File: src/hw/ssr_pkg.sv
// status reporting package: bit positions, widths, error queue sizing
// assumes a single 20 MHz system clock domain
package ssr_pkg;
    // ----------------------------------------------------------------
    // status byte layout
    // ----------------------------------------------------------------
    localparam int QUES_BIT    = 3;
    localparam int MAV_BIT     = 4;
    localparam int STDEV_BIT   = 5;
    localparam int RQS_BIT     = 6;
    localparam logic [7:0] STB_UNUSED_MASK = 8'h87;
    // ----------------------------------------------------------------
    // standard event bits
    // ----------------------------------------------------------------
    localparam int ESR_OPC_BIT   = 0;
    localparam int ESR_QUERY_BIT = 2;
    localparam int ESR_DEV_BIT   = 3;
    localparam int ESR_EXEC_BIT  = 4;
    localparam int ESR_CMD_BIT   = 5;
    localparam int ESR_PON_BIT   = 7;
    localparam logic [7:0] ESR_USED_MASK = 8'hbd;
    localparam int QUES_W = 16;
    // ----------------------------------------------------------------
    // error queue
    // ----------------------------------------------------------------
    localparam int ERRQ_DEPTH = 20;
    localparam int ERRQ_AW    = 5;
    localparam int ERR_CODE_W = 16;
    localparam int ERR_CHARS  = 80;
    localparam logic [ERRQ_AW-1:0] ERRQ_LAST = 5'h13;
    localparam logic [ERRQ_AW:0]   ERRQ_FULL = 6'h14;
    localparam logic [ERR_CODE_W-1:0] ERR_NONE = 16'h0000;
    localparam logic [ERR_CODE_W-1:0] ERR_OVERFLOW = 16'hfebe;
    typedef enum logic [1:0] {
        SSR_ANS_IDLE = 2'b00,
        SSR_ANS_BUSY = 2'b01
    } ssr_ans_e;
endpackage : ssr_pkg

File: src/hw/ssr_event_reg.sv
// one latched event register with enable mask and summary bit
// assumes controls come from logic on the same clock
`timescale 1ns/1ps
module ssr_event_reg #(
    parameter int W = 8
) (
    // clock and reset
    input  wire logic         sys_clk,
    input  wire logic         rst_n,
    input  wire logic         clkEn,
    // events and clears
    input  wire logic [W-1:0] evSet,
    input  wire logic         evClear,
    // enable mask
    input  wire logic         maskWr,
    input  wire logic [W-1:0] maskData,
    input  wire logic         maskClr,
    input  wire logic         maskPonClr,
    // state
    output logic      [W-1:0] events,
    output logic      [W-1:0] mask,
    output logic              summary
);
    logic [W-1:0] events_r;
    logic [W-1:0] mask_r;

    // set wins over a clear in the same cycle so no event is lost
    always_ff @(posedge sys_clk or negedge rst_n) begin
        if (!rst_n) begin
            events_r <= '0;
        end else if (clkEn) begin
            events_r <= (evClear ? '0 : events_r) | evSet;
        end
    end

    // masks survive reset unless power-on clear setting asks otherwise
    always_ff @(posedge sys_clk) begin
        if (clkEn) begin
            if (maskPonClr || maskClr) begin
                mask_r <= '0;
            end else if (maskWr) begin
                mask_r <= maskData;
            end
        end
    end

    assign events  = events_r;
    assign mask    = mask_r;
    assign summary = |(events_r & mask_r);
endmodule : ssr_event_reg

File: src/hw/ssr_status_srq.sv
// status reporting core: event registers, status byte, service request,
// message-available tracking and error queue
// assumes the command parser gives one-cycle strobes on sys_clk; the bus
// serial-poll input arrives from a pin and is synchronised
`timescale 1ns/1ps
module ssr_status_srq (
    // clock and reset
    input  wire logic                            sys_clk,
    input  wire logic                            rst_n,
    input  wire logic                            clkEn,
    // persisted power-on-clear setting and power-on indication
    input  wire logic                            pwrOnClrSetting,
    input  wire logic                            pwrOnEvent,
    // command strobes from the parser
    input  wire logic                            clearStatusCmd,
    input  wire logic                            statusPresetCmd,
    input  wire logic                            opcDone,
    input  wire logic                            esrQuery,
    input  wire logic                            quesQuery,
    input  wire logic                            stbQuery,
    input  wire logic                            eseWrite,
    input  wire logic                            quesEnWrite,
    input  wire logic                            sreWrite,
    input  wire logic [15:0]                     wrData,
    // error reports
    input  wire logic                            errQuery,
    input  wire logic                            errCmd,
    input  wire logic                            errExec,
    input  wire logic                            errDevice,
    input  wire logic                            overload,
    input  wire logic [ssr_pkg::QUES_W-1:0]      quesSet,
    input  wire logic [ssr_pkg::ERR_CODE_W-1:0]  errCode,
    input  wire logic                            errPop,
    // output buffer occupancy
    input  wire logic                            outBufNotEmpty,
    // bus side pins
    input  wire logic                            serialPollPin,
    // answers
    output logic      [7:0]                      status_summary_byte,
    output logic      [7:0]                      esrValue,
    output logic      [7:0]                      eseValue,
    output logic      [ssr_pkg::QUES_W-1:0]      quesValue,
    output logic      [ssr_pkg::QUES_W-1:0]      quesEnValue,
    output logic      [7:0]                      sreValue,
    output logic      [ssr_pkg::ERR_CODE_W-1:0]  errHead,
    output logic      [ssr_pkg::ERRQ_AW:0]       errCount,
    output logic                                 answerValid,
    output logic                                 srqOut,
    output logic                                 srqOutEn
);
    import ssr_pkg::*;
    // ----------------------------------------------------------------
    // synchronisers and power-on capture
    // ----------------------------------------------------------------
    logic spSync1_r;
    logic spSync2_r;
    logic spPrev_r;
    logic pocSync1_r;
    logic pocSync2_r;
    logic ponPending_r;
    logic ponMaskClr;

    always_ff @(posedge sys_clk or negedge rst_n) begin
        if (!rst_n) begin
            spSync1_r  <= 1'b0;
            spSync2_r  <= 1'b0;
            spPrev_r   <= 1'b0;
        end else if (clkEn) begin
            spSync1_r  <= serialPollPin;
            spSync2_r  <= spSync1_r;
            spPrev_r   <= spSync2_r;
        end
    end

    // the setting flops keep sampling through reset so the value is settled at release
    always_ff @(posedge sys_clk) begin
        if (clkEn) begin
            pocSync1_r <= pwrOnClrSetting;
            pocSync2_r <= pocSync1_r;
        end
    end

    // first enabled cycle after release; the setting is applied in the cycle after, not at reset
    always_ff @(posedge sys_clk or negedge rst_n) begin
        if (!rst_n) begin
            ponPending_r <= 1'b1;
        end else if (clkEn) begin
            ponPending_r <= 1'b0;
        end
    end
    // two-stage setting is only valid after two enabled edges; keep power-on
    // window long enough by also using a delayed copy
    logic ponPending2_r;
    always_ff @(posedge sys_clk or negedge rst_n) begin
        if (!rst_n) begin
            ponPending2_r <= 1'b1;
        end else if (clkEn) begin
            ponPending2_r <= ponPending_r;
        end
    end
    assign ponMaskClr = ponPending2_r && !ponPending_r && pocSync2_r;

    logic serialPoll;
    assign serialPoll = spSync2_r && !spPrev_r;

    // ----------------------------------------------------------------
    // event registers
    // ----------------------------------------------------------------
    logic [7:0]             esrSet;
    logic [7:0]             esrEv;
    logic [7:0]             eseMask;
    logic                   esrSum;
    logic [QUES_W-1:0]      quesEv;
    logic [QUES_W-1:0]      quesMask;
    logic                   quesSum;

    always_comb begin
        esrSet = 8'h00;
        esrSet[ESR_OPC_BIT]   = opcDone;
        esrSet[ESR_QUERY_BIT] = errQuery;
        esrSet[ESR_DEV_BIT]   = errDevice | overload;
        esrSet[ESR_EXEC_BIT]  = errExec;
        esrSet[ESR_CMD_BIT]   = errCmd;
        esrSet[ESR_PON_BIT]   = pwrOnEvent | ponPending_r;
        esrSet = esrSet & ESR_USED_MASK;
    end

    // no device-clear or reset-command input reaches these registers
    ssr_event_reg #(.W(8)) stdEvent (
        .sys_clk    (sys_clk),
        .rst_n      (rst_n),
        .clkEn      (clkEn),
        .evSet      (esrSet),
        .evClear    (clearStatusCmd | esrQuery),
        .maskWr     (eseWrite),
        .maskData   (wrData[7:0]),
        .maskClr    (1'b0),
        .maskPonClr (ponMaskClr),
        .events     (esrEv),
        .mask       (eseMask),
        .summary    (esrSum)
    );

    ssr_event_reg #(.W(QUES_W)) quesEvent (
        .sys_clk    (sys_clk),
        .rst_n      (rst_n),
        .clkEn      (clkEn),
        .evSet      (quesSet),
        .evClear    (clearStatusCmd | quesQuery),
        .maskWr     (quesEnWrite),
        .maskData   (wrData),
        .maskClr    (statusPresetCmd),
        .maskPonClr (1'b0),
        .events     (quesEv),
        .mask       (quesMask),
        .summary    (quesSum)
    );

    // ----------------------------------------------------------------
    // service request enable and request bit
    // ----------------------------------------------------------------
    logic [7:0] sre_r;
    logic       rqs_r;
    logic       rqs_nxt;
    logic [7:0] stbBase;
    logic [7:0] stbLeft;
    logic       rqsCause;

    always_ff @(posedge sys_clk) begin
        if (clkEn) begin
            if (ponMaskClr) begin
                sre_r <= 8'h00;
            end else if (sreWrite) begin
                sre_r <= wrData[7:0] & ~STB_UNUSED_MASK;
            end
        end
    end

    always_comb begin
        stbBase = 8'h00;
        stbBase[QUES_BIT]  = quesSum;
        stbBase[MAV_BIT]   = outBufNotEmpty;
        stbBase[STDEV_BIT] = esrSum;
        // a queried register's summary no longer counts as a cause this cycle
        stbLeft = stbBase;
        if (esrQuery) begin
            stbLeft[STDEV_BIT] = 1'b0;
        end
        if (quesQuery) begin
            stbLeft[QUES_BIT] = 1'b0;
        end
        rqsCause = |(stbLeft & sre_r & ~STB_UNUSED_MASK);
    end

    // request clears only by poll or by the query that removes its cause
    always_comb begin
        rqs_nxt = rqs_r;
        if (serialPoll || ((esrQuery || quesQuery) && !rqsCause)) begin
            rqs_nxt = 1'b0;
        end
        if (rqsCause && !rqs_r && !serialPoll) begin
            rqs_nxt = 1'b1;
        end
    end

    always_ff @(posedge sys_clk or negedge rst_n) begin
        if (!rst_n) begin
            rqs_r <= 1'b0;
        end else if (clkEn) begin
            rqs_r <= rqs_nxt;
        end
    end

    // ----------------------------------------------------------------
    // error queue
    // ----------------------------------------------------------------
    logic [ERR_CODE_W-1:0] errMem_r [ERRQ_DEPTH];
    logic [ERRQ_AW-1:0]    wrPtr_r;
    logic [ERRQ_AW-1:0]    rdPtr_r;
    logic [ERRQ_AW:0]      cnt_r;
    logic                  errPush;
    logic                  doPop;
    logic                  doPush;

    // overload sets the device-error bit but queues nothing
    assign errPush = errQuery | errCmd | errExec | errDevice;
    assign doPop   = errPop && (cnt_r != '0);
    assign doPush  = errPush && (cnt_r != ERRQ_FULL);

    always_ff @(posedge sys_clk or negedge rst_n) begin
        if (!rst_n) begin
            wrPtr_r <= '0;
            rdPtr_r <= '0;
            cnt_r   <= '0;
        end else if (clkEn) begin
            if (clearStatusCmd) begin
                // an error in the clearing cycle stays queued, as its event bit does
                wrPtr_r <= {4'h0, errPush};
                rdPtr_r <= '0;
                cnt_r   <= {5'h00, errPush};
            end else begin
                if (doPush) begin
                    wrPtr_r <= (wrPtr_r == ERRQ_LAST) ? '0 : wrPtr_r + 1'b1;
                end
                if (doPop) begin
                    rdPtr_r <= (rdPtr_r == ERRQ_LAST) ? '0 : rdPtr_r + 1'b1;
                end
                cnt_r <= cnt_r + {5'h00, doPush} - {5'h00, doPop};
            end
        end
    end

    // a full queue overwrites its newest slot with an overflow marker
    always_ff @(posedge sys_clk) begin
        if (clkEn && clearStatusCmd) begin
            errMem_r[0] <= errCode;
        end else if (clkEn) begin
            if (doPush) begin
                errMem_r[wrPtr_r] <= errCode;
            end else if (errPush) begin
                errMem_r[(wrPtr_r == '0) ? ERRQ_LAST : wrPtr_r - 1'b1] <= ERR_OVERFLOW;
            end
        end
    end

    // ----------------------------------------------------------------
    // registered answers
    // ----------------------------------------------------------------
    ssr_ans_e ansState_r;
    ssr_ans_e ansState_nxt;
    logic     anyQuery;
    assign anyQuery = esrQuery | quesQuery | stbQuery | errPop;

    always_ff @(posedge sys_clk or negedge rst_n) begin
        if (!rst_n) begin
            status_summary_byte <= 8'h00;
            esrValue            <= 8'h00;
            eseValue            <= 8'h00;
            quesValue           <= '0;
            quesEnValue         <= '0;
            sreValue            <= 8'h00;
            errHead             <= ERR_NONE;
            errCount            <= '0;
            srqOut              <= 1'b0;
            srqOutEn            <= 1'b0;
        end else if (clkEn) begin
            status_summary_byte <= (stbBase | {1'b0, rqs_r, 6'h00}) & ~STB_UNUSED_MASK;
            // query values are the events before this cycle's clear takes effect
            if (esrQuery) begin
                esrValue <= esrEv;
            end
            if (quesQuery) begin
                quesValue <= quesEv;
            end
            eseValue    <= eseMask;
            quesEnValue <= quesMask;
            sreValue    <= sre_r;
            errHead     <= (cnt_r == '0) ? ERR_NONE : errMem_r[rdPtr_r];
            errCount    <= cnt_r;
            // open-drain request line: drive low while requesting
            srqOut      <= 1'b0;
            srqOutEn    <= rqs_r;
        end
    end

    // answer flag comes from a flop so the parser never sees a decode glitch
    always_comb begin
        ansState_nxt = ansState_r;
        case (ansState_r)
            SSR_ANS_IDLE: begin
                if (anyQuery) begin
                    ansState_nxt = SSR_ANS_BUSY;
                end
            end
            default: begin
                ansState_nxt = anyQuery ? SSR_ANS_BUSY : SSR_ANS_IDLE;
            end
        endcase
    end

    always_ff @(posedge sys_clk or negedge rst_n) begin
        if (!rst_n) begin
            ansState_r  <= SSR_ANS_IDLE;
            answerValid <= 1'b0;
        end else if (clkEn) begin
            ansState_r  <= ansState_nxt;
            answerValid <= (ansState_nxt == SSR_ANS_BUSY);
        end
    end
endmodule : ssr_status_srq

File: config.mk
export PLATFORM = sky130hd
export DESIGN_NAME = ssr_status_srq
export DESIGN_NICKNAME = d
export VERILOG_FILES = /design/src/hw/ssr_pkg.sv /design/src/hw/ssr_event_reg.sv /design/src/hw/ssr_status_srq.sv
export SDC_FILE = /design/constraint.sdc
export NUM_CORES = 1
export LEC_CHECK = 0
export BUFFER_PORTS_ARGS = -buffer_cell sky130_fd_sc_hd__buf_2
export CAP_MARGIN = 20
export CORE_MARGIN = 4
export CORE_UTILIZATION = 60
export DETAILED_ROUTE_END_ITERATION = 8
export GPL_TIMING_DRIVEN = 1
export HOLD_SLACK_MARGIN = 0.15
export PLACE_DENSITY = 0.84
export SETUP_SLACK_MARGIN = 0.02
export SKIP_CTS_REPAIR_TIMING = 1
export SLEW_MARGIN = 20
export SYNTH_ARGS = -nofsm -noshare
export SYNTH_HDL_FRONTEND = slang
export SYNTH_SLANG_ARGS = --single-unit
File: constraint.sdc
create_clock -name sys_clk -period 4.65 [get_ports sys_clk]
set_input_delay 0.2325 -clock sys_clk [delete_from_list [all_inputs] [get_ports sys_clk]]
set_output_delay 0.2325 -clock sys_clk [all_outputs]
set_load 0.05 [all_outputs]
==> qor.csv <==
stage,metric,value,unit
global_routing,antenna_found_initial,1,
floorplan,initial_utilization,61.0,%
synth,synth-edff-count,350,
cts,clockRootBuffer,sky130_fd_sc_hd__clkbuf_16,
critical_path,timing.critical_path.buf_inv,1,
sta,slew_at_the_pin_closest_to_its_max_slew_limit,1.15,ns
floorplan,pin_count,159,
critical_path,criticalPathCategory,flip-flop to flip-flop,
finish,layout.core_utilization,71.5,%
sta,setup_viol_count_final,0,
power,power_switching_share,30.2,%
cts,cts-buffers-inserted,46,
cts,cts_sink_count,471,
sta,setup_slack,1.30,ns
cts,clk_path_buf_depth,3,
floorplan,placement_rows,65,
global_routing,grt_start_max_net_pins,72,
synth,yosys_warnings,0,
sta,timing.fmax,0.298,GHz
route,drc,0,
sta,setup_tns,0,ns
route,post_detailed_route_via_to_cell_ratio,6.64,
finish,mostFrequentLayoutCells,"sky130_fd_sc_hd__edfxtp_1 (350), sky130_fd_sc_hd__buf_2 (145), sky130_fd_sc_hd__dfrtp_1 (117)",
critical_path,regToRegEndpoint,errMem_r[2][6]$_DFFE_PP_,
power,combPwrFrac,21.8,%
finish,layout.area.seq,13500,sq um
finish,finalNetCount,1422,
cts,cts_tree,yes,
power,net-switching-power,0.00351,W
power,ir_drop,0.353,mV
placement,place.detailed.hpwl,27700,um
route,ant_nets,0,
synth,synth-seq-cells,471,
critical_path,worstRegToRegCells,6,
synth,dominantRegCellSynth,sky130_fd_sc_hd__edfxtp_1,
synth,synth-xor-area-share,0.226,%
sta,worst_slew_margin_rel,23.2,%
critical_path,worst_path_max_delay_cell,sky130_fd_sc_hd__a21oi_2,
min_path,whs_path_depth,3,
synth,area_share_of_fa_ha_maj_cells_after_synthesis,0.880,%
power,internal-power,0.00811,W
run_status,outcome,"complete, no violations",
critical_path,critical_path_required,4.80,ns
floorplan,die_width,188,um
finish,fillers,1781,
critical_path,worstPathCellList,inv_1 -> ha_1 -> or4b_1 -> a21oi_1 -> o221ai_1 -> a21oi_2,
min_path,timing.hold.worst.class,input port to flip-flop,
critical_path,worstPathMaxFanout,16,
synth,syn_avg_cell_area,17.1,sq um
power,power_density,512,nW/um^2
sta,timing.final.hold_violations,0,
job,maxCapViolations,0,
synth,synth-seq-area-share,70.0,%
placement,gp_routability_congestion,0.880,
synth,post_synthesis_cell_type_count,80,
synth,largest_family_of_logic_cells_by_synthesized_area,multiplexers,
synth,postSynthCellCount,1132,
critical_path,path_delay_family,compound AO/OA/AOI/OAI gates,
power,proportion_of_power_drawn_by_the_clock_network,34.3,%
sta,report.final.slew_viol_count,0,
route,dr_total_vias,11818,
finish,multi_input_comb_area,5480,sq um
global_routing,number_of_global_route_vias_before_repair,11712,
global_routing,grt_pass1_wl,72400,um
critical_path,reg2reg_slack,1.30,ns
floorplan,design.core.area,31700,sq um
finish,areaGrowthSynthToFinish,17.3,%
critical_path,cp_data_arrival_time,3.50,ns
floorplan,die_area,35200,sq um
route,firstDrtPassIters,5,
placement,placement.setup.worst_slack,1.38,ns
sta,final.setup_skew,0.0491,ns
critical_path,worstSetupEndpointType,flip-flop,
synth,post_synth_instance_area,19300,sq um
placement,numPortBuffers,147,
sta,timing.final.crit_share,72.1,%
cts,clock_latency,0.58,ns
critical_path,sort_of_element_at_the_start_of_the_critical_path,flip-flop,
power,cellLeakagePower,8.04,nW
finish,post_route_cells_drive_above_1_share,30.8,%
route,wl_per_cell,27.2,um
sta,grt_setup_unrepaired,false,
route,dr_iter_0_viols,1722,
finish,layout_commonest_cell,sky130_fd_sc_hd__edfxtp_1,
cts,cts_h_tree_depth,2,
critical_path,crit-reg2reg-launch,wrPtr_r[0]$_DFFE_PN0P_,
cts,clk_transition_reported_paths,0.07,ns
power,flop_pwr_share,43.9,%
global_routing,globalRouteOverflowTotal,0,
min_path,min-delay-start,quesQuery,
critical_path,max_stage_delay,0.88,ns
route,wirelength,48300,um
min_path,worst_hold_path.endpoint,rqs_r$_DFFE_PN0P_,
synth,share_of_synthesized_area_spent_on_multiplexers,12.8,%
synth,synth_compound_gate_area_share,7.39,%
synth,async_reset_ff_share,25.7,%
synth,synth_simple_gate_area_share,6.06,%
floorplan,die_h,188,um
global_routing,grt_use_total,26.6,%
sta,fin_crit,3.35,ns
==> worst min-delay path: stages <==
cell,delay [ns]
sky130_fd_sc_hd__buf_2,0.15
sky130_fd_sc_hd__nand3b_1,0.12
sky130_fd_sc_hd__o311ai_0,0.11
==> sequential cells by signal, indices dropped and copies added, names as in the netlist, 8 cells and up <==
register	count
quesEvent.mask	16
errHead	16
quesEnValue	16
errMem_r	320
stdEvent.mask	8
quesValue	16
eseValue	8
quesEvent.events	16
==> cells by family after synthesis <==
logic type | after synthesis
buffers and inverters | 93
AOI/OAI and AO/OA | 191
xor gates and xnor gates | 5
DFF | 471
adders and majority gates | 13
muxes | 159
other | 1
and+or+nand+nor | 199
==> metrics by stage <==
stage | hold WS, ns | cells | total power [W] | cell area, sq um
2_1_floorplan | -0.0631 | 1142 | 0.00696 | 19400
3_3_place_gp | 0.403 | 1643 | 0.00751 | 20500
3_5_place_dp | 0.415 | 1643 | 0.00759 | 20500
4_1_cts | -0.169 | 1728 | 0.0116 | 22100
5_1_grt | 0.160 | 1778 | 0.0120 | 22700
6_report | 0.119 | 1779 | 0.0116 | 22700
==> power groups by stage <==
stage / combinational, W / sequential (W) / clock (W)
2_1_floorplan: 0.00140 / 0.00556 / 0
6_report: 0.00254 / 0.00510 / 0.00398
3_3_place_gp: 0.00235 / 0.00516 / 0
4_1_cts: 0.00247 / 0.00510 / 0.00399
3_5_place_dp: 0.00242 / 0.00518 / 0
5_1_grt: 0.00268 / 0.00514 / 0.00419
==> how the worst max path moves through the flow <==
| stage | endpoint | cells after the start | start | slack [ns] |
|---|---|---|---|---|
| after global placement | errMem_r[1][7]$_DFFE_PP_ | 6 | wrPtr_r[0]$_DFFE_PN0P_ | 1.47 |
| after floorplan | errMem_r[19][0]$_DFFE_PP_ | 8 | wrPtr_r[0]$_DFFE_PN0P_ | 0.75 |
| after global routing | errMem_r[2][5]$_DFFE_PP_ | 6 | wrPtr_r[0]$_DFFE_PN0P_ | 1.08 |
| final | errMem_r[2][6]$_DFFE_PP_ | 6 | wrPtr_r[0]$_DFFE_PN0P_ | 1.30 |
| after detailed placement | errMem_r[2][9]$_DFFE_PP_ | 6 | wrPtr_r[0]$_DFFE_PN0P_ | 1.38 |
| after CTS | errMem_r[1][4]$_DFFE_PP_ | 6 | wrPtr_r[0]$_DFFE_PN0P_ | 1.28 |
==> final cells by class <==
type	count	area share [%]
antenna	1	0.0110
clock buffer	57	5.39
clock inverter	28	1.71
inverter	19	0.314
multi-input combinational	578	24.1
sequential	471	59.7
tap	402	2.22
timing repair buffer	223	6.50
==> cell usage after synthesis, drive strengths merged (23+ instances only) <==
cell type | n | area (sq um)
mux2i | 32 | 320
o21ai | 24 | 120
nor2b | 58 | 363
dfrtp | 119 | 2980
nor2 | 34 | 128
mux4 | 64 | 1440
a22o | 26 | 228
edfxtp | 350 | 10500
buf | 48 | 342
a21oi | 31 | 170
nand2 | 23 | 88.8
clkbuf | 26 | 101
mux2 | 63 | 709
==> routing by layer <==
metal | track usage, % | vias to the layer above | share of wire, %
met5 | 0 | - | 0
met4 | 7.43 | 0 | 3.3
met3 | 4.58 | 141 | 9.3
met2 | 43.4 | 789 | 50
met1 | 37.7 | 6032 | 38
li1 | - | 4856 | -
(Power assumes the default switching activity.)
